### config.mk
export PLATFORM = sky130hd
export DESIGN_NAME = dsl_host_flat
export DESIGN_NICKNAME = d
export VERILOG_FILES = /design/src/core/dsl_pkg.sv /design/src/core/dsl_link_if.sv /design/src/core/dsl_host.sv /design/src/flat_wrapper.sv
export SDC_FILE = /design/constraint.sdc
export NUM_CORES = 1
export LEC_CHECK = 0
export BUFFER_PORTS_ARGS = -buffer_cell sky130_fd_sc_hd__buf_2
export CAP_MARGIN = 30
export CORE_MARGIN = 5
export CORE_UTILIZATION = 45
export CTS_CLUSTER_DIAMETER = 120
export CTS_CLUSTER_SIZE = 24
export DETAILED_ROUTE_END_ITERATION = 7
export GPL_TIMING_DRIVEN = 0
export SLEW_MARGIN = 5
export SYNTH_ARGS = -nofsm -noshare
export SYNTH_HDL_FRONTEND = slang
export SYNTH_SLANG_ARGS = --single-unit
export TNS_END_PERCENT = 5
### constraint.sdc
create_clock -name clk -period 2.9 [get_ports clk]
set_input_delay 0.29 -clock clk [delete_from_list [all_inputs] [get_ports clk]]
set_output_delay 0.29 -clock clk [all_outputs]
set_load 0.02 [all_outputs]
### src/core/dsl_pkg.sv
// shared constants for the serial range loader link, device end and host end
package dsl_pkg;
	// frame layout: command field sits just above the ignored nibble and the data word
	localparam int FRAME_BITS = 32;
	localparam int SHORT_FRAME_BITS = 24;
	localparam int DATA_BITS = 16;
	localparam int CMD_MSB = 23;
	localparam int CMD_LSB = 20;
	localparam int CNT_W = 6;
	localparam logic [CNT_W-1:0] CNT_MAX = 6'h3f;
	localparam logic [CNT_W-1:0] CNT_SHORT = 6'h18;
	localparam logic [CNT_W-1:0] CNT_LONG = 6'h20;

	// command field codes
	localparam logic [3:0] CMD_LOAD_INPUT = 4'h0;
	localparam logic [3:0] CMD_UPDATE = 4'h1;
	localparam logic [3:0] CMD_LOAD_BOTH = 4'h2;
	localparam logic [3:0] CMD_RANGE_U5 = 4'h8;
	localparam logic [3:0] CMD_RANGE_U10 = 4'h9;
	localparam logic [3:0] CMD_RANGE_B5 = 4'ha;
	localparam logic [3:0] CMD_RANGE_B10 = 4'hb;
	localparam logic [3:0] CMD_RANGE_B2P5 = 4'hc;
	localparam logic [3:0] CMD_RANGE_OFS = 4'hd;
	localparam logic [3:0] CMD_NOP = 4'hf;
	localparam logic [3:0] RANGE_RESET = CMD_RANGE_U5;
	localparam logic [15:0] WORD_RESET = 16'h0000;

	// timing of the host end
	localparam int CLK_PERIOD_PS = 25000;
	localparam int SCK_HALF_NS = 125;
	localparam int CS_HIGH_NS = 360;
	localparam int CLR_LOW_NS = 100;
	localparam int SCK_HALF_CYC = (SCK_HALF_NS * 1000 + CLK_PERIOD_PS - 1) / CLK_PERIOD_PS;
	localparam int CS_HIGH_CYC = (CS_HIGH_NS * 1000 + CLK_PERIOD_PS - 1) / CLK_PERIOD_PS;
	localparam int CLR_LOW_CYC = (CLR_LOW_NS * 1000 + CLK_PERIOD_PS - 1) / CLK_PERIOD_PS;

	// host register map on the wishbone side (byte addresses)
	localparam int WB_AW = 8;
	localparam logic [7:0] ADDR_CTRL = 8'h00;
	localparam logic [7:0] ADDR_DATA = 8'h04;
	localparam logic [7:0] ADDR_STATUS = 8'h08;
	localparam logic [7:0] ADDR_RX = 8'h0c;
	localparam int CTRL_CMD_LSB = 0;
	localparam int CTRL_LONG_BIT = 4;
	localparam int CTRL_START_BIT = 8;
	localparam int CTRL_CLEAR_BIT = 9;
	localparam int STAT_BUSY_BIT = 0;
	localparam int STAT_CLEAR_BIT = 1;
endpackage

### src/core/dsl_link_if.sv
// four-wire serial link (sck, sdi, strobe, sdo) plus clear between the host end and the converter end
`timescale 1ns/1ps
interface dsl_link_if;
	logic sck;
	logic sdi;
	logic select_load_strobe_n;
	logic async_zero_clear_n;
	logic sdo;
	modport dev (
		input sck,
		input sdi,
		input select_load_strobe_n,
		input async_zero_clear_n,
		output sdo
	);
	modport host (
		output sck,
		output sdi,
		output select_load_strobe_n,
		output async_zero_clear_n,
		input sdo
	);
endinterface // dsl_link_if

### src/core/dsl_host.sv
// host end: wishbone registers, frame serialiser, clear pulse and sdo capture
//
// Chosen here: the address map and the Wishbone interface to the registers.
`timescale 1ns/1ps
module dsl_host
	import dsl_pkg::*;
#(
	parameter int HALF_CYC = SCK_HALF_CYC,
	parameter int LOAD_CYC = CS_HIGH_CYC,
	parameter int CLEAR_CYC = CLR_LOW_CYC
) (
	input wire logic clk,
	input wire logic rst_b,
	input wire logic wb_cyc_i,
	input wire logic wb_stb_i,
	input wire logic wb_we_i,
	input wire logic [WB_AW-1:0] wb_adr_i,
	input wire logic [3:0] wb_sel_i,
	input wire logic [31:0] wb_dat_i,
	output logic [31:0] wb_dat_o,
	output logic wb_ack_o,
	dsl_link_if.host link
);
	generate
		if (HALF_CYC < 3 || HALF_CYC > 255 || LOAD_CYC < 1 || LOAD_CYC > 255
			|| CLEAR_CYC < 1 || CLEAR_CYC > 255) begin : g_bad_timing
			$error("dsl_host: timing counts out of range");
		end
	endgenerate

	typedef enum logic [2:0] {
		ST_IDLE,
		ST_LOW,
		ST_HIGH,
		ST_TAIL,
		ST_LOAD,
		ST_CLEAR
	} dsl_host_fsm_t;

	typedef struct packed {
		dsl_host_fsm_t fsm;
		logic [7:0] timer;
		logic [CNT_W-1:0] bits_left;
		logic [FRAME_BITS-1:0] frame;
		logic [FRAME_BITS-1:0] rx;
		logic [3:0] cmd;
		logic long_frame;
		logic [DATA_BITS-1:0] data;
		logic sck;
		logic sdi;
		logic cs_n;
		logic clr_n;
		logic sdo_s1;
		logic sdo_s2;
		logic ack;
		logic [31:0] dat;
	} dsl_host_state_t;

	localparam logic [7:0] HALF_T = 8'(HALF_CYC - 1);
	localparam logic [7:0] LOAD_T = 8'(LOAD_CYC - 1);
	localparam logic [7:0] CLEAR_T = 8'(CLEAR_CYC - 1);

	dsl_host_state_t q;
	dsl_host_state_t n;
	logic access;
	logic wr_now;

	assign access = wb_cyc_i & wb_stb_i;
	// a write takes effect at the edge where ack is seen high
	assign wr_now = access & wb_we_i & q.ack;

	always_comb begin
		n = q;
		n.sdo_s1 = link.sdo;
		n.sdo_s2 = q.sdo_s1;
		n.ack = access & ~q.ack;
		if (access && !q.ack) begin
			case (wb_adr_i)
				ADDR_CTRL: n.dat = {27'h0, q.long_frame, q.cmd};
				ADDR_DATA: n.dat = {16'h0, q.data};
				ADDR_STATUS: n.dat = {30'h0, ~q.clr_n, q.fsm != ST_IDLE};
				ADDR_RX: n.dat = q.rx;
				default: n.dat = 32'h0;
			endcase
		end
		if (wr_now && wb_adr_i == ADDR_DATA) begin
			if (wb_sel_i[0]) n.data[7:0] = wb_dat_i[7:0];
			if (wb_sel_i[1]) n.data[15:8] = wb_dat_i[15:8];
		end
		if (q.timer != 8'h00) begin
			n.timer = q.timer - 8'h01;
		end
		case (q.fsm)
			ST_IDLE: begin
				if (wr_now && wb_adr_i == ADDR_CTRL && wb_sel_i[0]) begin
					n.cmd = wb_dat_i[CTRL_CMD_LSB +: 4];
					n.long_frame = wb_dat_i[CTRL_LONG_BIT];
				end
				if (wr_now && wb_adr_i == ADDR_CTRL && wb_sel_i[1]) begin
					// clear only from idle, so never inside the load window after a strobe
					if (wb_dat_i[CTRL_CLEAR_BIT]) begin
						n.clr_n = 1'b0;
						n.timer = CLEAR_T;
						n.fsm = ST_CLEAR;
					end else if (wb_dat_i[CTRL_START_BIT]) begin
						// command and data travel in one frame, msb first
						if (wb_sel_i[0] ? wb_dat_i[CTRL_LONG_BIT] : q.long_frame) begin
							n.frame = {8'h00, n.cmd, 4'h0, q.data};
							n.bits_left = CNT_LONG;
						end else begin
							n.frame = {n.cmd, 4'h0, q.data, 8'h00};
							n.bits_left = CNT_SHORT;
						end
						n.cs_n = 1'b0;
						n.sdi = n.frame[FRAME_BITS-1];
						n.timer = HALF_T;
						n.fsm = ST_LOW;
					end
				end
			end
			ST_LOW: begin
				if (q.timer == 8'h00) begin
					n.sck = 1'b1;
					n.rx = {q.rx[FRAME_BITS-2:0], q.sdo_s2};
					n.timer = HALF_T;
					n.fsm = ST_HIGH;
				end
			end
			ST_HIGH: begin
				if (q.timer == 8'h00) begin
					n.sck = 1'b0;
					n.bits_left = q.bits_left - 1'b1;
					n.frame = {q.frame[FRAME_BITS-2:0], 1'b0};
					n.sdi = q.frame[FRAME_BITS-2];
					n.timer = HALF_T;
					n.fsm = (q.bits_left == 6'h01) ? ST_TAIL : ST_LOW;
				end
			end
			ST_TAIL: begin
				if (q.timer == 8'h00) begin
					n.cs_n = 1'b1;
					n.timer = LOAD_T;
					n.fsm = ST_LOAD;
				end
			end
			ST_LOAD: begin
				if (q.timer == 8'h00) begin
					n.fsm = ST_IDLE;
				end
			end
			ST_CLEAR: begin
				if (q.timer == 8'h00) begin
					n.clr_n = 1'b1;
					n.fsm = ST_IDLE;
				end
			end
			default: begin
				n.fsm = ST_IDLE;
			end
		endcase
	end

	always_ff @(posedge clk or negedge rst_b) begin
		if (!rst_b) begin
			q <= '{fsm: ST_IDLE, timer: 8'h00, bits_left: '0, frame: '0, rx: '0,
				cmd: CMD_NOP, long_frame: 1'b0, data: WORD_RESET, sck: 1'b0,
				sdi: 1'b0, cs_n: 1'b1, clr_n: 1'b1, sdo_s1: 1'b0, sdo_s2: 1'b0,
				ack: 1'b0, dat: 32'h0};
		end else begin
			q <= n;
		end
	end

	assign link.sck = q.sck;
	assign link.sdi = q.sdi;
	assign link.select_load_strobe_n = q.cs_n;
	assign link.async_zero_clear_n = q.clr_n;
	assign wb_ack_o = q.ack;
	assign wb_dat_o = q.dat;
endmodule // dsl_host

### src/flat_wrapper.sv
// flat-port wrapper written by rule: the top's interface ports become plain ports
module dsl_host_flat import dsl_pkg::*;
#(
	parameter int HALF_CYC = SCK_HALF_CYC,
	parameter int LOAD_CYC = CS_HIGH_CYC,
	parameter int CLEAR_CYC = CLR_LOW_CYC
)
  (clk, rst_b, wb_cyc_i, wb_stb_i, wb_we_i, wb_adr_i, wb_sel_i, wb_dat_i, wb_dat_o, wb_ack_o, link_sck, link_sdi, link_select_load_strobe_n, link_async_zero_clear_n, link_sdo);
  dsl_link_if link_i ();
  input wire logic clk;
  input wire logic rst_b;
  input wire logic wb_cyc_i;
  input wire logic wb_stb_i;
  input wire logic wb_we_i;
  input wire logic [WB_AW-1:0] wb_adr_i;
  input wire logic [3:0] wb_sel_i;
  input wire logic [31:0] wb_dat_i;
  output logic [31:0] wb_dat_o;
  output logic wb_ack_o;
  output wire logic [$bits(link_i.sck)-1:0] link_sck;
  output wire logic [$bits(link_i.sdi)-1:0] link_sdi;
  output wire logic [$bits(link_i.select_load_strobe_n)-1:0] link_select_load_strobe_n;
  output wire logic [$bits(link_i.async_zero_clear_n)-1:0] link_async_zero_clear_n;
  input wire logic [$bits(link_i.sdo)-1:0] link_sdo;
  assign link_sck = link_i.sck;
  assign link_sdi = link_i.sdi;
  assign link_select_load_strobe_n = link_i.select_load_strobe_n;
  assign link_async_zero_clear_n = link_i.async_zero_clear_n;
  assign link_i.sdo = link_sdo;
  dsl_host #(.HALF_CYC(HALF_CYC), .LOAD_CYC(LOAD_CYC), .CLEAR_CYC(CLEAR_CYC)) u_core (.clk(clk), .rst_b(rst_b), .wb_cyc_i(wb_cyc_i), .wb_stb_i(wb_stb_i), .wb_we_i(wb_we_i), .wb_adr_i(wb_adr_i), .wb_sel_i(wb_sel_i), .wb_dat_i(wb_dat_i), .wb_dat_o(wb_dat_o), .wb_ack_o(wb_ack_o), .link(link_i));
endmodule
After elaboration in Yosys (flattened, before gate mapping)
Index checks and enable logic that the tools add are counted.
{"block": "totals", "reg_bits": 140, "latch_bits": 0, "ram_bits": 0, "romBits": 0, "input_bits": 50, "wordCells": 98, "mem_count": 0}
{"block": "op_classes", "addsub": 2, "mul": 0, "n_div": 0, "magnitude_cmp": 0, "eq_ne": 20, "shifts": 0, "n_mux": 28, "bitwise": 6, "reduce_logical": 25}
{"operator": "49-bit two-way mux", "count": 3}
{"operator": "32-bit case mux with 4 select lines", "count": 1}
{"operator": "38-bit two-way mux", "count": 2}
{"operator": "38-bit case mux with 2 select lines", "count": 1}
{"operator": "11-bit two-way mux", "count": 3}
{"operator": "8-bit case mux with 4 select lines", "count": 1}
{"operator": "8-bit by 4-bit == test with 1-bit output, second input constant", "count": 2}
{"operator": "8-bit zero test", "count": 2}
{"operator": "3-bit case mux with 5 select lines", "count": 1}
{"operator": "2-bit by 1-bit inequality test with 1-bit output, second input constant", "count": 7}
{"operator": "5-bit two-way mux", "count": 2}
{"operator": "5-bit AND reduction", "count": 2}
{"operator": "8-bit by 3-bit == test with 1-bit output, second input constant", "count": 1}
{"operator": "2-bit two-way mux", "count": 4}
{"operator": "8-bit two-way mux", "count": 1}
{"operator": "1-bit case mux with 2 select lines", "count": 4}
{"operator": "2-bit AND reduction", "count": 4}
{"operator": "2-bit nonzero test", "count": 4}
{"operator": "8-bit nonzero test", "count": 1}
{"operator": "8-bit by 1-bit subtractor with 8-bit output, second input constant", "count": 1}
{"operator": "3-bit by 2-bit == test with 1-bit output, second input constant", "count": 2}
{"operator": "3-bit == test, second input constant", "count": 2}
{"operator": "6-bit by 1-bit == test with 1-bit output, second input constant", "count": 1}
{"operator": "3-bit two-way mux", "count": 2}
{"operator": "15 further kinds", "count": 27}

Logic depth before layout (Yosys ltp)
Gate-level depths: netlist of the first run.
{"block": "depth", "word_depth": 12, "depth_mapped": 8}

Least setup slack after synthesis of the first run
No wires, ideal clock.
{"block": "synth_path", "kind": "reg-to-reg", "start": "register u_core.q, in the netlist u_core.wb_ack_o", "end": "register u_core.q[120] (netlist bit)", "setup_ns": 0.082, "arrival_ns": 1.941, "path_slack_ns": 0.877, "path_stages_with_launch": 7, "path_buffers": 1, "period_less_slack_ns": 2.023, "cell_sequence": "dfrtp_1 -> and4_1 -> clkbuf_1 -> nand4_4 -> or3_4 -> or3_1 -> a31oi_1"}
{"block": "synth_between", "elab_chain_cells": 10}
{"element": "start: declaration", "line": "dsl_host.sv:63", "source": "dsl_host_state_t q;"}
{"element": "start signal: assignment", "line": "dsl_host.sv:165", "source": "q <= '{fsm: ST_IDLE, timer: 8'h00, bits_left: '0, frame: '0, rx: '0,"}
{"element": "start signal: assignment", "line": "dsl_host.sv:170", "source": "q <= n;"}
{"element": "1-bit bitwise AND (*)", "line": "dsl_host.sv:70", "source": "assign wr_now = access & wb_we_i & q.ack;"}
{"element": "1-bit logical AND (*)", "line": "dsl_host.sv:95, dsl_host.sv:99"}
{"element": "1-bit logical AND", "line": "dsl_host.sv:95", "source": "if (wr_now && wb_adr_i == ADDR_CTRL && wb_sel_i[0]) begin"}
{"element": "5-bit two-way mux", "line": "dsl_host.sv:95"}
{"element": "5-bit two-way mux", "line": "dsl_host.sv:93", "source": "case (q.fsm)"}
{"element": "38-bit two-way mux", "line": "dsl_host.sv:107", "source": "if (wb_sel_i[0] ? wb_dat_i[CTRL_LONG_BIT] : q.long_frame) begin"}
{"element": "49-bit two-way mux", "line": "dsl_host.sv:105", "source": "end else if (wb_dat_i[CTRL_START_BIT]) begin"}
{"element": "38-bit two-way mux", "line": "dsl_host.sv:101", "source": "if (wb_dat_i[CTRL_CLEAR_BIT]) begin"}
{"element": "49-bit two-way mux", "line": "dsl_host.sv:99", "source": "if (wr_now && wb_adr_i == ADDR_CTRL && wb_sel_i[1]) begin"}
{"element": "38-bit case mux with 2 select lines", "line": "dsl_host.sv:93"}
Every way passes the cells marked *; elsewhere a longest branch is shown, timed or not. The select of a mux whose other input is x is not followed.
A chain may end at the register's enable or synchronous reset.

Worst setup path in the final report of the first run
{"block": "layout_path", "start": "register u_core.q[131] (netlist bit)", "end": "register u_core.q[71] (netlist bit)"}
{"block": "layout_between", "elab_chain_cells": 2}
{"element": "8-bit zero test", "line": "dsl_host.sv:122", "source": "if (q.timer == 8'h00) begin"}
{"element": "2-bit AND reduction (no line)"}
Every way passes these cells.

==> flow_summary_export.csv, run 1 <==
group,metric,value,unit
outcome,status,"finished, final reports clean",
detailed_routing,initialDrtViolationCount,278,
layout,final_cell_mix,"dfrtp_1 (134), nand2_1 (87), buf_2 (75), mux2_2 (57), o21ai_0 (49)",
clocking,cts_resized,0,
layout,synthToLayoutAreaGrowth,18.9,%
clocking,clk_path_buf_depth,2,
clocking,root_buffer,"clkbuf_16",
clocking,cts_tree,"yes",
synth,ys_ff_latch,140,
layout,final_layout_size_suffix_gt1_frac,0.298,
floorplanning,die_h,131,um
critical_path,cp.required,3.20,ns
synth,synth_nets,677,
power,power_density,621,nW/um^2
synth,synth_area,6540,um^2
sta,fin_crit_sh,0.841,
critical_path,reg2regPathDepth,8,
detailed_routing,avgViaCountPerCell,5.43,
layout,layout.cells.most_common,"dfrtp_1",
clocking,htreeDepth,4,
detailed_routing,wl,15900,um
detailed_routing,drc,0,
sta,timing.fmax,410,MHz
layout,filler_cell_count,1321,
detailed_routing,m1WireLength,7550,um
critical_path,path_delay_family,"simple AND/OR/NAND/NOR gates",
sta,slew_headroom,0.463,
sta,setup_viol,0,
clocking,cts.sinks,140,
worst_hold_path,hold_depth,2,
critical_path,cp.depth,8,
critical_path,cp_num_buf_inv,3,
detailed_routing,ant_nets,0,
sta,hold_slack,0.106,ns
synth,seq_area_frac_synth,0.537,
sta,rsz0062_at_grt,"false",
critical_path,start_kind,"flip-flop",
grt,grt_pass1_vias,4847,
clocking,cts_setup_buffers,0,
layout,fin_area,7780,um^2
clocking,clock_latency,0.42,ns
critical_path,worst_path_max_delay_cell,"dfrtp_1",
critical_path,critPathMaxFanout,10,
critical_path,path_cells,"inv_1 -> ha_1 -> nor3b_1 -> nand3_1 -> or3_1 -> clkbuf_1 -> buf_2 -> mux2_2",
placed_design,place.port_buffers,68,
sta,hold_violations,0,
placed_design,gp_congestion,0.829,
synth,synth_cell_type_count,55,
critical_path,end_kind,"flip-flop",
detailed_routing,wire_per_inst,17.5,um
placed_design,detailed_place_hpwl,11500,um
sta,slew_viol_final,0,
sta,tightest_slew,0.798,ns
synth,synth_edf_count,0,
detailed_routing,highest_layer,"met4",
floorplanning,fp.dieArea,17100,um^2
sta,finalWorstPathRequiredPeriod,2.44,ns
synth,ys.flop_type,"dfrtp_1",
grt,grt_pass1_wl,25900,um
job,drv_cap,0,
synth,synth_area_per_cell,10.5,um^2
critical_path,max_stage_delay,0.42,ns
grt,grt_use_total,0.196,
floorplanning,start_util,0.454,
floorplanning,die_w,131,um
grt,antenna_found_initial,0,
detailed_routing,drt_first_pass_iters,4,
detailed_routing,wl_met3,733,um
placed_design,placed_cell_area,7150,um^2
sta,clock_skew,0.00752,ns
power,p_leak,0.00382,uW
synth,async_reset_ff_frac,1.00,
synth,yosysWarnings,0,
floorplanning,core_area,14400,um^2
power,irDropWorstVdd,0.000376,V
layout,nNetsFinal,768,
synth,netlist_instances,622,
layout,utilization,0.539,
clocking,cts.clk_slew.worst_paths,0.06,ns
worst_hold_path,hold_path.class,"primary input to flip-flop",
critical_path,critical_path_class,"flip-flop to flip-flop",
detailed_routing,vias,4937,
critical_path,critPathArrivalTime,2.74,ns
floorplanning,rows,44,
grt,grt-ovfl-total,0,
detailed_routing,met2RoutedLength,7360,um
grt,grt_max_degree,77,
layout,diodes,0,
floorplanning,io-pin-count,87,
clocking,numCtsBuffers,17,
==> worst paths after layout <==
| path | start | to | slack, ns |
|---|---|---|---|
| setup / recovery | u_core.q[131] | u_core.q[71] | 0.46 |
| hold / removal | wb_dat_i[14] | u_core.q[53] | 0.11 |
| setup reg to reg | u_core.q[131] | u_core.q[71] | 0.46 |
| hold reg to reg | u_core.n[33] | u_core.q[33] | 0.36 |
| max in group asynchronous | rst_b | u_core.q[58] | 1.65 |
| min in group asynchronous | rst_b | u_core.q[54] | 0.44 |
==> per-stage QoR <==
step / cells / total power [uW] / setup slack [ns] / TNS, ns
after floorplan: 622 / 2460 / 0.877 / 0
after global placement: 874 / 2600 / -0.447 / -59.16
after detailed placement: 875 / 2630 / 0.423 / 0
after CTS: 909 / 4870 / 0.440 / 0
after global routing: 910 / 5020 / 0.233 / 0
final: 910 / 4830 / 0.461 / 0
==> layer usage <==
| metal | vias up | GRT usage |
|---|---|---|
| met5 | - | 0 |
| met4 | 0 | 0.0696 |
| met3 | 21 | 0.0398 |
| met2 | 119 | 0.296 |
| met1 | 2450 | 0.281 |
| li1 | 2347 | - |
==> worst register-to-register path: cells and delay by family (launching register included) <==
family | cells | cell delay, ns
fa+ha+maj | 1 | 0.15
buf+inv | 3 | 0.58
flops | 1 | 0.42
mux | 1 | 0.30
simple gates | 3 | 0.87
==> synth_stat cells (2+ instances only) <==
master,instances,share of area
or2_2,2,0.0019
nor2_1,41,0.024
ha_1,5,0.0096
nor3b_1,4,0.0046
xnor2_1,2,0.0027
nand4_1,3,0.0029
nand3b_1,2,0.0023
nand3_1,31,0.024
and4_1,3,0.0040
o211ai_1,4,0.0046
dfrtp_1,134,0.51
or3b_2,2,0.0027
a21oi_1,34,0.026
a2bb2oi_1,3,0.0040
nand2_1,87,0.050
and3_1,3,0.0029
o221ai_1,2,0.0027
a31oi_1,2,0.0019
xor2_1,4,0.0054
mux2i_1,4,0.0061
o22a_1,4,0.0054
clkbuf_1,23,0.013
inv_1,8,0.0046
mux2_2,57,0.098
o21a_1,4,0.0046
dfstp_2,6,0.024
nor4_2,3,0.0057
nor3_2,3,0.0046
or3_1,3,0.0029
and2_1,2,0.0019
buf_4,32,0.037
a22oi_1,23,0.026
nor3_1,3,0.0023
buf_2,8,0.0061
o21ai_0,49,0.037
a21boi_0,3,0.0034
==> final cells by class <==
class                           instances  area, um^2  area share
Tap cell                              184         230      0.0296
Multi-Input combinational cell        407        2610       0.336
Sequential cell                       140        3510       0.451
Timing Repair Buffer                   72         402      0.0516
Inverter                               10        37.5     0.00483
Clock inverter                          7         116      0.0150
Buffer                                 65         382      0.0491
Clock buffer                           25         485      0.0624
==> what timing repair did <==
| action | in CTS | in global routing |
|---|---|---|
| endpoints found under the setup margin | 0 | 0 |
| hold buffers | 2 | 0 |
| endpoints found under the hold margin | 60 | 0 |
==> power breakdown <==
group          total (uW)  switching, uW  internal [uW]
registers            2120           86.3           2040
clock network        2230            812           1420
logic                 469            271            198
total                4830           1170           3660
==> sequential cells by signal (all words and copies together) (netlist names) <==
| signal | flops |
|---|---|
| u_core.link.async_zero_clear_n | 1 |
| u_core.link.sck | 1 |
| u_core.link.sdi | 1 |
| u_core.link.select_load_strobe_n | 1 |
| u_core.n | 1 |
| u_core.q | 102 |
| u_core.wb_ack_o | 1 |
| u_core.wb_dat_o | 32 |
==> logic make-up after synthesis <==
logic type | Yosys count | synth area share
adders and majority gates | 5 | 0.00956
xor gates and xnor gates | 6 | 0.00803
DFF | 140 | 0.537
buffers and inverters | 75 | 0.0641
muxes | 62 | 0.108
and+or+nand+nor | 200 | 0.150
AOI/OAI and AO/OA | 134 | 0.124
(Power assumes the default switching activity.)
==> run 2, diff against run 1 <==
Clock period 2.9 ns to 2.5 ns, I/O delays scaled along.
==> run 2 against run 1 <==
  * Utilization increased by 0.069 points
  * Register-to-register slack got worse by 0.35 ns
  * Final area increased by 0.13%
  * Critical path type unchanged
  * Highest routed layer unchanged
==> flow_summary_export.csv, run 2 (same netlist as run 1, synthesis figures left out) <==
group,metric,value,unit
outcome,status,"finished, final reports clean",
detailed_routing,drt_first_pass_iters,5,
grt,met2_usage,0.296,
power,p_leak,0.00382,uW
layout,final_layout_size_suffix_gt1_frac,0.300,
critical_path,cp.required,2.80,ns
sta,clock_skew,0.00799,ns
layout,final_cell_mix,"dfrtp_1 (134), nand2_1 (87), buf_2 (75), mux2_2 (57), o21ai_0 (49)",
clocking,clock_latency,0.42,ns
clocking,cts_setup_buffers,0,
grt,grt-ovfl-total,0,
grt,grtUsageMet3,0.0398,
power,power_density,720,nW/um^2
grt,grt_pass1_vias,4847,
sta,slew_headroom,0.455,
clocking,root_buffer,"clkbuf_16",
clocking,clk_path_buf_depth,2,
floorplanning,die_h,131,um
detailed_routing,ant_nets,0,
sta,slew_viol_final,0,
power,irDropWorstVdd,0.000435,V
detailed_routing,wire_per_inst,17.5,um
placed_design,place.port_buffers,68,
layout,diodes,0,
sta,finalWorstPathRequiredPeriod,2.39,ns
floorplanning,die_w,131,um
critical_path,end_kind,"flip-flop",
detailed_routing,vias,4938,
worst_hold_path,hold_path.class,"primary input to flip-flop",
sta,timing.fmax,419,MHz
detailed_routing,avgViaCountPerCell,5.43,
placed_design,preCtsSetupSlack,0.0570,ns
floorplanning,rows,44,
critical_path,critical_path_class,"flip-flop to flip-flop",
sta,rsz0062_at_grt,"true",
grt,grt_use_total,0.196,
grt,grt_pass1_wl,25900,um
layout,largest_reg_flops,102,
layout,utilization,0.540,
detailed_routing,initialDrtViolationCount,277,
detailed_routing,drc,0,
grt,antenna_found_initial,0,
floorplanning,io-pin-count,87,
sta,fin_ws,0.112,ns
floorplanning,start_util,0.454,
layout,synthToLayoutAreaGrowth,19.0,%
grt,met1_usage,0.281,
clocking,numCtsBuffers,17,
critical_path,critPathArrivalTime,2.69,ns
sta,hold_violations,0,
layout,layout.cells.most_common,"dfrtp_1",
clocking,cts.sinks,140,
detailed_routing,wl,15900,um
layout,regMostFlops,"u_core.q",
sta,fin_crit_sh,0.955,
grt,grt_max_degree,77,
critical_path,start_kind,"flip-flop",
clocking,cts_tree,"yes",
sta,setup_viol,0,
grt,grt_busiest_layer,"met2",
clocking,cts.clk_slew.worst_paths,0.06,ns
layout,nNetsFinal,768,
power,fin_total_pwr,5610,uW
floorplanning,fp.dieArea,17100,um^2
job,drv_cap,0,
placed_design,gp_congestion,0.829,
sta,tightest_slew,0.811,ns
placed_design,detailed_place_hpwl,11500,um
critical_path,critPathMaxFanout,10,
clocking,htreeDepth,4,
floorplanning,core_area,14400,um^2
-- run 2: area by class of cell --
class	count	area, um^2
multi-input combinational	407	2620
timing repair buffer	72	402
fill	1321	6640
sequential	140	3510
clock inverter	7	116
tap	184	230
clock buffer	25	485
buffer	65	382
inverter	10	37.5
-- run 2: worst paths after layout --
check | from | endpoint | slack (ns) | depth (start not counted)
setup reg to reg | u_core.q[134] | u_core.q[71] | 0.11 | 6
min in group asynchronous | rst_b | u_core.q[54] | 0.41 | 2
setup / recovery | u_core.q[134] | u_core.q[71] | 0.11 | 6
hold reg to reg | u_core.n[33] | u_core.q[33] | 0.36 | 0
max in group asynchronous | rst_b | u_core.q[58] | 1.28 | 3
hold / removal | wb_dat_i[14] | u_core.q[53] | 0.07 | 2
-- run 2: stage by stage --
step / TNS (ns) / cell area, um^2 / std cells / hold WS (ns)
5_1_grt: -0.344 / 7790 / 910 / 0.0620
3_3_place_gp: -107.41 / 7110 / 874 / 0.342
2_1_floorplan: 0 / 6540 / 622 / -0.0456
3_5_place_dp: 0 / 7150 / 875 / 0.296
6_report: 0 / 7790 / 910 / 0.0665
4_1_cts: 0 / 7770 / 909 / 0.0555
-- run 2: repair_timing --
| item | in CTS | in global routing |
|---|---|---|
| hold buffers | 2 | 0 |
| hold endpoints to repair | 60 | 0 |
| resized for setup | 0 | 2 |
| setup endpoints to repair | 0 | 57 |
-- run 2: routing by layer --
metal  up-vias  wire length, um
met4         0              289
met3        23              864
met2       141             7320
li1       2348                -
met5         -                0
met1      2426             7470
-- run 2: report_power, final --
group	internal [uW]	switching (uW)	leakage (uW)
clock	1650	943	0.000291
sequential	2360	104	0.00186
combinational	233	315	0.00167
-- run 2: worst max-delay path, stage by stage, from the launching register on --
cell	delay (ns)
dfrtp_1	0.43
nor4_2	0.42
nand3_1	0.23
or3_1	0.40
clkbuf_1	0.22
buf_2	0.26
mux2_2	0.30
==> run 3, diff against run 2 <==
Settings changed: BUFFER_PORTS_ARGS -buffer_cell sky130_fd_sc_hd__buf_2 to unset, DONT_BUFFER_PORTS set to 1.
==> run 3 against run 2 <==
  * The flow now finishes with violations (negative hold slack)
  * Non-clock buffer count shrank 55
  * Via count shrank 3.4%
  * Final area shrank 1.9%
  * Sequential share of layout area grew 0.89 points
  * Hold slack lost 0.53 ns
  * Sequential power is essentially flat
  * Setup slack gained 0.012 ns
  * Highest routed layer unchanged
==> flow_summary_export.csv, run 3 (same netlist as run 1, synthesis figures left out) <==
group,metric,value,unit
sta,timing.fmax,421,MHz
placed_design,detailed_place_hpwl,11000,um
layout,fin_area,7640,um^2
power,fin_total_pwr,5750,uW
floorplanning,start_util,0.454,
floorplanning,fp.dieArea,17100,um^2
critical_path,critPathMaxFanout,10,
critical_path,critPathArrivalTime,2.67,ns
worst_hold_path,hold_path.class,"primary input to asynchronous set/reset pin",
placed_design,preCtsSetupSlack,-0.0354,ns
critical_path,end_kind,"flip-flop",
sta,fin_ws,0.124,ns
outcome,status,"finished with violations",
sta,hold_slack,-0.467,ns
sta,rsz0062_at_grt,"false",
layout,nNetsFinal,713,
floorplanning,core_area,14400,um^2
detailed_routing,wire_per_inst,18.4,um
detailed_routing,ant_nets,0,
sta,tightest_slew,0.796,ns
layout,diodes,0,
grt,antenna_found_initial,0,
layout,fin_cells,855,
sta,hold_violations,140,
floorplanning,rows,44,
clocking,root_buffer,"clkbuf_16",
sta,fin_crit_sh,0.950,
power,irDropWorstVdd,0.000512,V
sta,clock_skew,0.00952,ns
floorplanning,die_h,131,um
grt,grt_pass1_vias,4666,
detailed_routing,initialDrtViolationCount,375,
grt,grt_use_total,0.191,
grt,grt_pass1_wl,25000,um
sta,setup_viol,0,
layout,final_cell_mix,"dfrtp_1 (134), nand2_1 (87), mux2_2 (57), o21ai_0 (49), nor2_1 (41)",
sta,finalWorstPathRequiredPeriod,2.38,ns
floorplanning,die_w,131,um
critical_path,critical_path_class,"flip-flop to flip-flop",
layout,filler_cell_count,1294,
placed_design,place.port_buffers,0,
layout,synthToLayoutAreaGrowth,16.7,%
clocking,clock_latency,0.42,ns
floorplanning,io-pin-count,87,
critical_path,cp.required,2.80,ns
power,p_leak,0.00357,uW
sta,slew_headroom,0.454,
clocking,numCtsBuffers,17,
power,power_density,753,nW/um^2
critical_path,start_kind,"flip-flop",
placed_design,gp_congestion,0.820,
layout,regMostFlops,"u_core.q",
detailed_routing,wl,15800,um
detailed_routing,drc,0,
clocking,htreeDepth,4,
clocking,cts.clk_slew.worst_paths,0.06,ns
layout,largest_reg_flops,102,
detailed_routing,avgViaCountPerCell,5.58,
layout,utilization,0.529,
grt,grt-ovfl-total,0,
clocking,hold_buffers,17,
clocking,cts.sinks,140,
sta,slew_viol_final,0,
job,drv_cap,0,
detailed_routing,drt_first_pass_iters,5,
placed_design,placed_cell_area,6770,um^2
layout,layout.cells.most_common,"dfrtp_1",
outcome,violations,"negative hold slack",
clocking,cts_tree,"yes",
clocking,clk_path_buf_depth,2,
placed_design,dp_cells,806,
layout,final_layout_size_suffix_gt1_frac,0.230,
grt,grt_max_degree,141,
detailed_routing,vias,4772,
[run 3: what timing repair did]
action | 4_1_cts | 5_1_grt
gates cloned | 0 | 0
resized for setup | 2 | 3
pin swaps | 1 | 0
hold endpoints to repair | 162 | 140
setup endpoints to repair | 13 | 46
setup buffers | 0 | 1
[run 3: per-stage QoR]
step / TNS [ns] / hold WS (ns)
floorplan: 0 / -0.0456
global placement: -0.0328 / -0.0352
detailed placement: -0.171 / -0.0348
CTS: 0 / -0.482
global route: 0 / -0.486
finish: 0 / -0.467
[run 3: routing by layer]
metal | track usage | vias to the layer above | wire (um)
met2 | 0.284 | 133 | 7270
met5 | 0 | - | 0
li1 | - | 2243 | -
met3 | 0.0415 | 18 | 893
met4 | 0.0641 | 0 | 238
met1 | 0.277 | 2378 | 7360
[run 3: final cells by class]
| cell class | instances | area [um^2] | share of cell area |
|---|---|---|---|
| plain buffers | 64 | 378 | 0.0495 |
| clock buffers | 21 | 470 | 0.0616 |
| repair buffers | 18 | 178 | 0.0233 |
| well taps | 184 | 230 | 0.0301 |
| multi-input cells | 407 | 2640 | 0.346 |
| inverters | 10 | 37.5 | 0.00492 |
| flip-flops and latches | 140 | 3510 | 0.460 |
| clock inverters | 11 | 189 | 0.0247 |
[run 3: power breakdown]
group          total (uW)  switching [uW]  internal, uW  leakage (uW)
clock                2800             950          1850      0.000319
combinational         481             257           224       0.00139
sequential           2470             106          2360       0.00186
total                5750            1310          4430       0.00357
[run 3: worst paths after layout]
kind	depth (start not counted)	start	endpoint	slack (ns)
min in group clk	2	wb_sel_i[1]	u_core.q[133]	0.17
max reg2reg	8	u_core.q[130]	u_core.q[70]	0.12
min reg2reg	0	u_core.n[33]	u_core.q[33]	0.36
max	8	u_core.q[130]	u_core.q[70]	0.12
min	0	rst_b	u_core.q[53]	-0.47
max in group asynchronous	0	rst_b	u_core.link.async_zero_clear_n	2.65
[run 3: critical path, cell delays in order, from the launching register on]
cell	delay, ns
dfrtp_1	0.39
inv_1	0.11
ha_1	0.17
nor3b_2	0.22
nand3_1	0.18
or3_1	0.38
clkbuf_1	0.24
buf_2	0.28
mux2_2	0.29
